### config.mk
export PLATFORM = sky130hd
export DESIGN_NAME = icv_top
export DESIGN_NICKNAME = d
export VERILOG_FILES = /design/src/design/icv_pkg.sv /design/src/design/icv_period_map.sv /design/src/design/icv_sync2.sv /design/src/design/icv_top.sv
export VERILOG_INCLUDE_DIRS = /design/src /design/src/design
export SDC_FILE = /design/constraint.sdc
export NUM_CORES = 1
export LEC_CHECK = 0
export BUFFER_PORTS_ARGS = -buffer_cell sky130_fd_sc_hd__buf_2
export CORE_MARGIN = 4
export CORE_UTILIZATION = 49
export CTS_BUF_LIST = sky130_fd_sc_hd__clkbuf_16
export DETAILED_ROUTE_END_ITERATION = 6
export PLACE_DENSITY_LB_ADDON = 0.08
export SETUP_SLACK_MARGIN = 0.2
export SYNTH_ARGS = -nofsm -noshare
export SYNTH_HDL_FRONTEND = slang
export SYNTH_SLANG_ARGS = --single-unit
### constraint.sdc
create_clock -name sys_clk_i -period 6.26 [get_ports sys_clk_i]
set_clock_uncertainty 0.05 [all_clocks]
set_input_delay 0.313 -clock sys_clk_i [delete_from_list [all_inputs] [get_ports sys_clk_i]]
set_output_delay 0.313 -clock sys_clk_i [all_outputs]
set_load 0.01 [all_outputs]
### src/design/icv_defs.svh
`ifndef ICV_DEFS_SVH
`define ICV_DEFS_SVH
`define ICV_OFS_DIGITAL_SETUP   8'h04
`define ICV_OFS_ALT_SETUP       8'h05
`define ICV_OFS_LIMIT_LOW       8'h06
`define ICV_OFS_LIMIT_HIGH      8'h07
`define ICV_OFS_SHUTDOWN        8'h0b
`define ICV_OFS_RESULT          8'h20
`define ICV_OFS_STATUS          8'h24
`define ICV_OFS_MASK            8'h28
`define ICV_RST_DIGITAL_SETUP   8'h03
`define ICV_RST_ALT_SETUP       8'h00
`define ICV_RST_LIMIT           8'h00
`define ICV_BIT_SHUTDOWN_GATE   1
`define ICV_BIT_INDUCT_ONLY     0
`define ICV_BIT_READY_POLICY    2
`define ICV_BIT_SHUTDOWN_REQ    1
`define ICV_ST_LOSS_ABOVE       0
`define ICV_ST_CONV_DONE        1
`define ICV_DIVISOR             16'h0003
`define ICV_PER_192             16'd192
`define ICV_PER_384             16'd384
`define ICV_PER_768             16'd768
`define ICV_PER_1536            16'd1536
`define ICV_PER_3072            16'd3072
`define ICV_PER_6144            16'd6144
`endif

### src/design/icv_pkg.sv
package icv_pkg;
  typedef struct packed {
    logic [7:0] addr;
    logic       write;
    logic [7:0] wdata;
  } icv_req_t;
  typedef struct packed {
    logic        valid;
    logic        is_loss;
    logic [15:0] value;
  } icv_result_t;
  typedef enum logic [1:0] {ICV_IDLE, ICV_RUN, ICV_DONE} icv_state_t;
endpackage

### src/design/icv_period_map.sv
`timescale 1ns/100ps
`include "icv_defs.svh"
module icv_period_map
  import icv_pkg::*;
(
  input  wire logic [2:0]  code_i,
  output logic      [15:0] periods_o
);
  always_comb
  begin
    case (code_i)
      3'h2:    periods_o = `ICV_PER_192;
      3'h3:    periods_o = `ICV_PER_384;
      3'h4:    periods_o = `ICV_PER_768;
      3'h5:    periods_o = `ICV_PER_1536;
      3'h6:    periods_o = `ICV_PER_3072;
      3'h7:    periods_o = `ICV_PER_6144;
      // Reserved codes fall back to the reset length rather than stalling
      default: periods_o = `ICV_PER_384;
    endcase
  end
endmodule

### src/design/icv_sync2.sv
`timescale 1ns/100ps
module icv_sync2
  import icv_pkg::*;
(
  input  wire logic sys_clk_i,
  input  wire logic rst_i,
  input  wire logic d_i,
  output logic      q_o
);
  logic meta_r;
  always_ff @(posedge sys_clk_i)
  begin
    if (rst_i)
    begin
      meta_r <= 1'b0;
      q_o    <= 1'b0;
    end
    else
    begin
      meta_r <= d_i;
      q_o    <= meta_r;
    end
  end
endmodule

### src/design/icv_top.sv
// Decided for this implementation: the APB interface to the registers.
`timescale 1ns/100ps
`include "icv_defs.svh"
module icv_top
  import icv_pkg::*;
(
  input  wire logic        sys_clk_i,
  input  wire logic        rst_i,
  input  wire logic        psel_i,
  input  wire logic        penable_i,
  input  wire logic        pwrite_i,
  input  wire logic [31:0] paddr_i,
  input  wire logic [31:0] pwdata_i,
  output logic      [31:0] prdata_o,
  output logic             pready_o,
  output logic             pslverr_o,
  input  wire logic        sensor_tick_i,
  input  wire logic [15:0] loss_sample_i,
  input  wire logic [15:0] induct_sample_i,
  output logic             irq_o,
  output logic             shutdown_o,
  output logic             loss_active_o,
  output logic             conv_busy_o,
  output logic [15:0]      loss_upper_limit_o
);
  logic [7:0]  digital_setup_r;
  logic [7:0]  alternate_setup_r;
  logic [7:0]  limit_low_stage_r;
  logic [7:0]  limit_high_r;
  logic [15:0] loss_upper_limit_r;
  logic        shutdown_req_r;
  logic [1:0]  status_r;
  logic [1:0]  mask_r;
  logic [15:0] last_result_r;
  logic        last_is_loss_r;
  icv_state_t  state_r;
  logic [15:0] tick_cnt_r;
  logic [15:0] conv_cnt_r;
  logic [15:0] periods;
  logic [15:0] conv_ticks;
  logic        tick_sync;
  logic        tick_prev_r;
  logic        tick_edge;
  logic        access;
  logic        wr_en;
  logic [7:0]  addr;
  logic        mapped;
  logic        conv_done;
  logic        loss_done;
  logic [1:0]  events;
  logic        inductance_only_drive;
  icv_result_t result;

  assign access = psel_i && penable_i;
  // One write per transfer: the held second access cycle must not clear status again
  assign wr_en  = access && !pready_o && pwrite_i && mapped;
  // Register offsets are word indices; byte address is four times the index
  assign addr   = paddr_i[9:2];
  assign inductance_only_drive = alternate_setup_r[`ICV_BIT_INDUCT_ONLY];

  icv_sync2 u_tick_sync (
    .sys_clk_i (sys_clk_i),
    .rst_i     (rst_i),
    .d_i       (sensor_tick_i),
    .q_o       (tick_sync)
  );

  icv_period_map u_period_map (
    .code_i    (digital_setup_r[2:0]),
    .periods_o (periods)
  );

  // Divide by three once; integer truncation loses at most one tick
  assign conv_ticks = periods / `ICV_DIVISOR;

  always_ff @(posedge sys_clk_i)
  begin
    if (rst_i)
      tick_prev_r <= 1'b0;
    else
      tick_prev_r <= tick_sync;
  end
  assign tick_edge = tick_sync && !tick_prev_r;

  always_comb
  begin
    if (paddr_i[1:0] != 2'h0 || paddr_i[31:10] != 22'h00_0000)
      mapped = 1'b0;
    else if (addr == `ICV_OFS_DIGITAL_SETUP || addr == `ICV_OFS_ALT_SETUP)
      mapped = 1'b1;
    else if (addr == `ICV_OFS_LIMIT_LOW || addr == `ICV_OFS_LIMIT_HIGH)
      mapped = 1'b1;
    else if (addr == `ICV_OFS_SHUTDOWN || addr == `ICV_OFS_RESULT)
      mapped = 1'b1;
    else if (addr == `ICV_OFS_STATUS || addr == `ICV_OFS_MASK)
      mapped = 1'b1;
    else
      mapped = 1'b0;
  end

  // Configuration registers; writable in any state, including mid-conversion
  always_ff @(posedge sys_clk_i)
  begin
    if (rst_i)
    begin
      digital_setup_r   <= `ICV_RST_DIGITAL_SETUP;
      alternate_setup_r <= `ICV_RST_ALT_SETUP;
      shutdown_req_r    <= 1'b0;
      mask_r            <= 2'h0;
    end
    else if (wr_en)
    begin
      if (addr == `ICV_OFS_DIGITAL_SETUP)
        digital_setup_r <= pwdata_i[7:0];
      else if (addr == `ICV_OFS_ALT_SETUP)
        alternate_setup_r <= pwdata_i[7:0];
      else if (addr == `ICV_OFS_SHUTDOWN)
        shutdown_req_r <= pwdata_i[`ICV_BIT_SHUTDOWN_REQ];
      else if (addr == `ICV_OFS_MASK)
        mask_r <= pwdata_i[1:0];
    end
  end

  // Low byte staged; active limit changes only with a high byte write
  always_ff @(posedge sys_clk_i)
  begin
    if (rst_i)
    begin
      limit_low_stage_r  <= `ICV_RST_LIMIT;
      limit_high_r       <= `ICV_RST_LIMIT;
      loss_upper_limit_r <= {`ICV_RST_LIMIT, `ICV_RST_LIMIT};
    end
    else if (wr_en)
    begin
      if (addr == `ICV_OFS_LIMIT_LOW)
        limit_low_stage_r <= pwdata_i[7:0];
      else if (addr == `ICV_OFS_LIMIT_HIGH)
      begin
        limit_high_r       <= pwdata_i[7:0];
        loss_upper_limit_r <= {pwdata_i[7:0], limit_low_stage_r};
      end
    end
  end

  // Conversion sequencer counts sensor ticks; shutdown holds it idle
  always_ff @(posedge sys_clk_i)
  begin
    if (rst_i)
    begin
      state_r    <= ICV_IDLE;
      tick_cnt_r <= 16'h0000;
    end
    else
    begin
      case (state_r)
        ICV_IDLE:
        begin
          tick_cnt_r <= 16'h0000;
          if (!shutdown_o)
            state_r <= ICV_RUN;
        end
        ICV_RUN:
        begin
          if (shutdown_o)
            state_r <= ICV_IDLE;
          else if (tick_edge)
          begin
            if (tick_cnt_r + 16'h0001 >= conv_ticks)
              state_r <= ICV_DONE;
            tick_cnt_r <= tick_cnt_r + 16'h0001;
          end
        end
        ICV_DONE:
        begin
          tick_cnt_r <= 16'h0000;
          state_r    <= ICV_IDLE;
        end
        default:
          state_r <= ICV_IDLE;
      endcase
    end
  end

  assign conv_done = (state_r == ICV_DONE);
  assign loss_done = conv_done && !inductance_only_drive;

  always_comb
  begin
    result.valid   = conv_done;
    result.is_loss = loss_done;
    result.value   = loss_done ? loss_sample_i : induct_sample_i;
  end

  always_ff @(posedge sys_clk_i)
  begin
    if (rst_i)
    begin
      last_result_r  <= 16'h0000;
      last_is_loss_r <= 1'b0;
    end
    else if (result.valid)
    begin
      last_result_r  <= result.value;
      last_is_loss_r <= result.is_loss;
    end
  end

  always_comb
  begin
    events = 2'h0;
    events[`ICV_ST_LOSS_ABOVE] = loss_done && (loss_sample_i > loss_upper_limit_r);
    events[`ICV_ST_CONV_DONE]  = conv_done;
  end

  // A new event beats a same-cycle write-one clear
  always_ff @(posedge sys_clk_i)
  begin
    if (rst_i)
      status_r <= 2'h0;
    else if (wr_en && addr == `ICV_OFS_STATUS)
      status_r <= (status_r & ~pwdata_i[1:0]) | events;
    else
      status_r <= status_r | events;
  end

  always_ff @(posedge sys_clk_i)
  begin
    if (rst_i)
    begin
      prdata_o  <= 32'h0000_0000;
      pready_o  <= 1'b0;
      pslverr_o <= 1'b0;
    end
    else
    begin
      pready_o  <= access && !pready_o;
      pslverr_o <= access && !pready_o && !mapped;
      prdata_o  <= 32'h0000_0000;
      if (psel_i && !pwrite_i && mapped)
      begin
        if (addr == `ICV_OFS_DIGITAL_SETUP)
          prdata_o <= {24'h00_0000, digital_setup_r};
        else if (addr == `ICV_OFS_ALT_SETUP)
          prdata_o <= {24'h00_0000, alternate_setup_r};
        else if (addr == `ICV_OFS_LIMIT_LOW)
          prdata_o <= {24'h00_0000, limit_low_stage_r};
        else if (addr == `ICV_OFS_LIMIT_HIGH)
          prdata_o <= {24'h00_0000, limit_high_r};
        else if (addr == `ICV_OFS_SHUTDOWN)
          prdata_o <= {30'h0000_0000, shutdown_req_r, 1'b0};
        else if (addr == `ICV_OFS_RESULT)
          prdata_o <= {15'h0000, last_is_loss_r, last_result_r};
        else if (addr == `ICV_OFS_STATUS)
          prdata_o <= {30'h0000_0000, status_r};
        else if (addr == `ICV_OFS_MASK)
          prdata_o <= {30'h0000_0000, mask_r};
      end
    end
  end

  always_ff @(posedge sys_clk_i)
  begin
    if (rst_i)
    begin
      irq_o              <= 1'b0;
      shutdown_o         <= 1'b0;
      loss_active_o      <= 1'b1;
      conv_busy_o        <= 1'b0;
      loss_upper_limit_o <= 16'h0000;
    end
    else
    begin
      irq_o              <= |(status_r & mask_r);
      shutdown_o         <= shutdown_req_r && alternate_setup_r[`ICV_BIT_SHUTDOWN_GATE];
      loss_active_o      <= !inductance_only_drive;
      conv_busy_o        <= (state_r == ICV_RUN);
      loss_upper_limit_o <= loss_upper_limit_r;
    end
  end
endmodule

==> results of run 1 <==
## routing by layer
metal,track usage (%),up-vias
li1,-,2747
met1,28.4,2602
met2,37.4,122
met3,4.55,29
met4,8.89,0
met5,0,-
## flip-flops by register name (all words and copies together) (netlist names), 2 cells and up
register,flops
alternate_setup_r,8
digital_setup_r,8
last_result_r,16
limit_high_r,8
limit_low_stage_r,8
loss_upper_limit_o,16
loss_upper_limit_r,8
mask_r,2
prdata_o,17
state_r,2
status_r,2
tick_cnt_r,16
## stage by stage
step                      setup slack (ns)  instance area, µm²
after detailed placement           0.00494                7080
after global placement               0.311                7080
after global routing                 0.156                7700
after floorplan                      0.231                6440
final                                0.609                7700
after CTS                            0.272                7640
## area by class of cell
class	instances	area [µm²]	share of cell area, %
repair buffers	132	701	9.10
inverters	30	113	1.46
clock buffers	17	425	5.53
multi-input cells	534	3670	47.7
well taps	172	215	2.80
flip-flops and latches	122	2450	31.8
clock inverters	15	119	1.54
## power by group through the flow
stage | sequential, mW | clock [mW] | combinational (mW)
2_1_floorplan | 0.799 | 0 | 0.0494
3_3_place_gp | 0.799 | 0 | 0.0848
3_5_place_dp | 0.799 | 0 | 0.0867
4_1_cts | 0.782 | 0.905 | 0.0871
5_1_grt | 0.782 | 0.939 | 0.0959
6_report | 0.782 | 0.889 | 0.0875
## cells in the final DEF, fill, tap and decap left out, drive strengths merged, types with 6 or more instances in the layout
cell / netlist / layout
mux2i: 63 / 63
clkbuf: 23 / 17
conb: 1 / 15
nand3: 18 / 18
nand2: 32 / 32
nor2: 127 / 127
mux2: 7 / 7
nor4: 7 / 7
xor2: 15 / 15
xnor2: 15 / 15
and2: 13 / 13
a22oi: 6 / 6
or3: 7 / 7
dfxtp: 122 / 122
o21ai: 17 / 17
a21oi: 25 / 25
o21a: 6 / 6
ha: 32 / 32
inv: 29 / 36
nor3: 11 / 11
nand4: 12 / 12
buf: 24 / 132
clkinv: 1 / 8
nor2b: 11 / 11
and3: 11 / 11
a211oi: 20 / 20
## repair_timing
| action | CTS | global route |
|---|---|---|
| pin swaps | 0 | 3 |
| hold buffers | 0 | 0 |
| gates resized for setup | 4 | 13 |
| buffers inserted | 1 | 2 |
| setup endpoints to repair | 2 | 2 |
## logic make-up (layout without fill, tap and decap cells)
family,count (synthesis),count (layout)
AOI/OAI and AO/OA,120,120
DFF,122,122
muxes,70,70
xor gates and xnor gates,30,30
other,1,15
and+or+nand+nor,267,267
buffers and inverters,77,194
adders and majority gates,32,32
## cells in the mapped netlist, types with 4 or more instances
| cell | number | area (µm²) |
|---|---|---|
| a211oi_1 | 19 | 143 |
| a21o_1 | 5 | 37.5 |
| a21oi_1 | 24 | 120 |
| a221oi_1 | 4 | 35.0 |
| a222oi_1 | 4 | 40.0 |
| a22oi_1 | 6 | 45.0 |
| and2_1 | 13 | 81.3 |
| and3_1 | 11 | 68.8 |
| buf_2 | 4 | 20.0 |
| buf_4 | 16 | 120 |
| clkbuf_1 | 23 | 86.3 |
| dfxtp_1 | 122 | 2440 |
| ha_1 | 32 | 400 |
| inv_1 | 28 | 105 |
| mux2_2 | 7 | 78.8 |
| mux2i_1 | 63 | 631 |
| nand2_1 | 32 | 120 |
| nand2b_1 | 4 | 25.0 |
| nand3_1 | 18 | 90.1 |
| nand4_1 | 11 | 68.8 |
| nor2_1 | 124 | 465 |
| nor2b_1 | 11 | 68.8 |
| nor3_1 | 11 | 55.1 |
| nor4_1 | 7 | 43.8 |
| o211ai_1 | 4 | 30.0 |
| o21a_1 | 5 | 37.5 |
| o21ai_0 | 16 | 80.1 |
| or3_1 | 7 | 43.8 |
| xnor2_1 | 15 | 131 |
| xor2_1 | 14 | 123 |
## worst paths after layout
path | slack, ns | end | from | cells past startpoint
max reg2reg | 0.61 | state_r[1]$_SDFFE_PP0P_ | digital_setup_r[1]$_SDFFE_PP1P_ | 31
max | 0.61 | state_r[1]$_SDFFE_PP0P_ | digital_setup_r[1]$_SDFFE_PP1P_ | 31
min | 0.11 | u_tick_sync.meta_r$_SDFF_PP0_ | sensor_tick_i | 2
min reg2reg | 0.37 | loss_active_o$_SDFF_PP1_ | alternate_setup_r[0]$_SDFFE_PP0P_ | 1
==> metrics, run 1 <==
mux contribution to synthesized area=11.1%; clock root buffer=clkbuf_16; vias in the first global route=5249; Clock Path Buffers=2; overall power=1.76 mW; GP Congestion=0.844; #FFs+latches synth=122; fraction of registers with async set/reset=0%; CTS tree=done; Final Hold Viols=0; Arr. time, crit path=5.87 ns; internal power=1.33 mW; worst hold path class=input pin to flip-flop; Buf+Inv Stages, Crit Path=3; Rel. slew slack=39.2%; Synth Area in Simple Gates=20.5%; worst-path fanout max=8; Port Buffer Count=116; antenna violations before repair=0; part of the power in combinational logic=5.0%; Worst path top cell family by delay=compound AO/OA/AOI/OAI gates; DR pass1 iterations=6; Worst-Skew Late Latency=0.42 ns; Synth Area in Adders=6.27%; routed wl met2=8.21 mm; Initial Util=50.4%; Die Area=14900 µm²; Net Sw Frac=24.6%; RSZ-0062 raised after global routing=no; share of cells above drive strength 1=23.3%; WL met3=629 µm; WL/cell=16.2 µm; outcome=completed; CTS H-tree depth=4; count of clock tree sinks=122; Top-Level Pins=156; IR drop worst, VDD=225 µV; top routing layer in use=met4; total track usage=22.4%; Hold WS=0.106 ns; Setup violations, final=0; routed length on met1=7.34 mm; Syn Std Cell Area=6390 µm²; pin count of the biggest net entering global routing=85; first-pass GRT wire length=26.0 mm; Final ANT Viol Nets=0; xor and xnor fraction of the mapped netlist area=4.23%; Clock Power Share=50.6%; max incr delay on CP=0.41 ns; core area=12700 µm²; P_leak=3.26 nW; largest family of logic cells by synthesized area=simple AND/OR/NAND/NOR gates; Seq/Total Area, Yosys=38.2%; Post-synth EDFFs=0; number of buffers created by CTS=17; slowest stage cell, crit path=or3b_4; net switching power=0.433 mW; Fmax=0.177 GHz; num rows=41; Final nets=971; WS Path Type=flip-flop to flip-flop; compound-cell area share of the yosys netlist=13.8%; DR iter-0 viols=319; Crit path required time=6.48 ns; PwrDens=228 nW/µm²; Max-Cap Viols=0; final wirelength=16.5 mm; DP Wirelength=12.4 mm; Period minus WS final=5.65 ns; startpoint types=flip-flop; TNS Setup=0 ns; Setup crit end kind=flip-flop; Final Slew Violations=0; DIE WIDTH=122 µm; main flop type after synthesis=dfxtp_1; Synth cell types=70; Syn Area/Cell=8.88 µm²; DRC Markers=0; drt via density=5.38; Die H=122 µm; Critical Path Most Common Cell=o21a_1; sequential power share=44.5%; fillers=1137; area grow syn2layout=20.5%; Gate Count Post-Synth=719; Core Util, Final=60.7%; Final Non-Filler Cells=1022; dpl cells=987; Slew @ Worst Pin=0.904 ns; vias after detailed routing=5500; gr ovfl total=0; clk slew on worst S/H paths=0.06 ns; diode count=0; period utilization=90.3%; YS warnings=0
(Power assumes the default switching activity.)
==> inputs of run 2 (changes only) <==
--- a/config.mk
+++ b/config.mk
@@ -6,12 +6,14 @@
 export SDC_FILE = /design/constraint.sdc
 export NUM_CORES = 1
 export LEC_CHECK = 0
+export ABC_AREA = 1
 export BUFFER_PORTS_ARGS = -buffer_cell sky130_fd_sc_hd__buf_2
 export CORE_MARGIN = 4
-export CORE_UTILIZATION = 49
+export CORE_UTILIZATION = 48
 export CTS_BUF_LIST = sky130_fd_sc_hd__clkbuf_16
 export DETAILED_ROUTE_END_ITERATION = 6
 export PLACE_DENSITY_LB_ADDON = 0.08
+export RECOVER_POWER = 25
 export SETUP_SLACK_MARGIN = 0.2
 export SYNTH_ARGS = -nofsm -noshare
 export SYNTH_HDL_FRONTEND = slang
==> run 2 against run 1 <==
Effect of this change: the run now ends with capacitance limit, slew limit left; synthesized cell count increased by 14%; clock power increased by 8.3%; routed wire length decreased by 1.6%; via count increased by 5.1%; hold slack got worse by 0.048 ns; power increased by 5.3%; cell area decreased by 4.0%; global-route usage about the same; sequential cell count unchanged; largest power group unchanged.
==> metrics, run 2 <==
design area=7390 µm² (-4.0%); count of clock tree sinks=122 (unchanged); vias in the first global route=5576 (+6.2%); Syn Std Cell Area=6150 µm² (-3.6%); RSZ-0062 raised after global routing=no; failing checks=capacitance limit, slew limit; final wirelength=16.3 mm (-1.6%); Setup violations, final=0 (unchanged); Hold WS=0.0580 ns (-0.0483 ns); TNS Setup=0 ns (unchanged); Period minus WS final=5.50 ns (-0.153 ns); dpl cells=1087 (+10%); Port Buffer Count=116 (unchanged); clk slew on worst S/H paths=0.06 ns (about the same); DRC Markers=0 (unchanged); CTS tree=done; hold_buf cts=0 (unchanged); Setup crit end kind=flip-flop; Final Hold Viols=0 (unchanged); DIE WIDTH=121 µm (-0.77%); outcome=finished, violations left; worst hold path class=input pin to flip-flop; Max-Cap Viols=1 (+1); Worst-Skew Late Latency=0.41 ns (about the same); GP Congestion=0.898 (+6.4%); Initial Util=49.0% (-1.4 points); #FFs+latches synth=122 (unchanged); Slew @ Worst Pin=2.45 ns (+1.54 ns); mux contribution to synthesized area=0% (-11 points); CTS H-tree depth=4 (unchanged); Synth cell types=44 (-37%); Synth top area share=39.7% (+1.4 points); PwrDens=251 nW/µm² (+9.8%); drt via density=5.15 (-4.2%); pin count of the biggest net entering global routing=56 (-34%); fraction of registers with async set/reset=0% (unchanged); Critical Path Most Common Cell=nand2_1; Synth area leaders=dfxtp_1 40%, nand2_1 7.3%, a21oi_1 7.1%; gr ovfl total=0 (unchanged); xor and xnor fraction of the mapped netlist area=2.13% (-2.1 points); total track usage=22.4% (about the same); Core Util, Final=58.8% (-2.0 points); post-synth top area cell=dfxtp_1; period utilization=87.8% (-2.4 points); area grow syn2layout=20.0%; Post-synth EDFFs=0 (unchanged); max FFs per register=17 (unchanged); worst-path fanout max=11 (+3); post-route setup slack=0.761 ns (+0.153 ns); Synth Area in Simple Gates=24.2% (+3.6 points); Rel. slew slack=-63.1% (-100 points); largest family of logic cells by synthesized area=simple AND/OR/NAND/NOR gates; clock root buffer=clkbuf_16; DR iter-0 viols=317 (-0.63%); slowest stage cell, crit path=dfxtp_2; IR drop worst, VDD=182 µV (-19%); num rows=41 (unchanged); number of buffers created by CTS=17 (unchanged); overall power=1.85 mW (+5.3%); DP Area=6800 µm² (-3.9%); first-pass GRT wire length=26.3 mm (+1.5%); max incr delay on CP=0.47 ns (+0.06 ns); most frequent cells in the layout=120 x nand2_1, 120 x dfxtp_1, 100 x inv_1; Final Non-Filler Cells=1121 (+9.7%); Seq/Total Area, Yosys=39.7% (+1.4 points); startpoint types=flip-flop; worst slack at placement=0.547 ns (+0.542 ns); Gate Count Post-Synth=822 (+14%); P_leak=3.24 nW (-0.70%); Arr. time, crit path=5.64 ns (-0.23 ns); synth cell count leaders=122 x dfxtp_1, 120 x nand2_1, 100 x inv_1, 90 x nor2_1, 87 x a21oi_1; vias after detailed routing=5778 (+5.1%); Most flops, register=prdata_o; compound-cell area share of the yosys netlist=17.0% (+3.3 points); Synth Area in Adders=6.51% (+0.24 points); Final Slew Violations=53 (+53); Clock Path Buffers=2 (unchanged); Final ANT Viol Nets=0 (unchanged); WL/cell=14.5 µm (-10%); Die Area=14700 µm² (-1.5%); Final nets=1069 (+10%); DP Wirelength=12.1 mm (-2.4%); core area=12600 µm² (-0.81%); WS Path Type=flip-flop to flip-flop; DR pass1 iterations=5 (-1); Syn Area/Cell=7.49 µm² (-16%); Fmax=0.182 GHz (+2.8%); Die H=121 µm (-0.77%); main flop type after synthesis=dfxtp_1; share of cells above drive strength 1=19.0% (-4.3 points); antenna violations before repair=1 (+1); Top-Level Pins=156 (unchanged); YS warnings=0 (unchanged); Crit path required time=6.41 ns (-0.07 ns); most common cell in the netlist=dfxtp_1
-- run 2: cell types whose count changed after synthesis, moves of 10 or more --
cell / before / now
xnor2_1: 15 / 2
mux2i_1: 63 / 0
nor2_1: 124 / 90
a31oi_1: 0 / 14
inv_1: 28 / 100
nor2b_1: 11 / 0
and2_1: 13 / 0
a21oi_1: 24 / 87
a211oi_1: 19 / 0
and3_1: 11 / 1
nand2_1: 32 / 120
o21ai_0: 16 / 71
-- run 2: final timing paths --
kind | to | depth (start not counted) | slack, ns | from
max | state_r[1]$_SDFFE_PP0P_ | 39 | 0.76 | digital_setup_r[2]$_SDFFE_PP0P_
min | u_tick_sync.meta_r$_SDFF_PP0_ | 3 | 0.06 | sensor_tick_i
max reg2reg | state_r[1]$_SDFFE_PP0P_ | 39 | 0.76 | digital_setup_r[2]$_SDFFE_PP0P_
min reg2reg | u_tick_sync.q_o$_SDFF_PP0_ | 2 | 0.37 | u_tick_sync.meta_r$_SDFF_PP0_
-- run 2: area by class of cell --
| cell class | instances | area (µm²) |
|---|---|---|
| flip-flops and latches | 122 | 2440 |
| clock buffers | 17 | 425 |
| fillers | 1224 | 5180 |
| well taps | 172 | 215 |
| repair buffers | 121 | 596 |
| diodes | 1 | 2.50 |
| clock inverters | 15 | 156 |
| inverters | 110 | 413 |
| multi-input cells | 563 | 3130 |
-- run 2: per-layer routing --
metal | GRT usage, % | routed length (µm) | up-vias
met5 | 0 | 0 | -
met4 | 6.16 | 242 | 0
met3 | 5.69 | 1030 | 23
met2 | 37.0 | 7730 | 198
met1 | 29.1 | 7260 | 2639
li1 | - | - | 2918
-- run 2: kinds of logic (layout without fill, tap and decap cells) --
kind of cell	after synthesis	in the layout
DFF	122	122
xor gates and xnor gates	15	15
adders and majority gates	32	32
buffers and inverters	151	263
other	1	16
and+or+nand+nor	307	307
AOI/OAI and AO/OA	194	194
-- run 2: repair_timing --
item,in CTS,in global routing
setup buffers,0,1
setup endpoints to repair,0,2
gates resized for setup,0,5
-- run 2: where the power goes --
part	switching (mW)	total, mW	internal (mW)
logic	0.0625	0.0990	0.0365
clock network	0.347	0.963	0.617
registers	0.00460	0.790	0.785
-- run 2: worst max-delay path: cells and delay by family, from the launching register on --
kind / cells / cell delay [ns]
AO/OA/AOI/OAI: 6 / 0.84
adder cells (fa/ha/maj): 6 / 1.30
buffers and inverters: 5 / 0.41
flip-flops: 1 / 0.47
AND/OR/NAND/NOR: 22 / 2.20
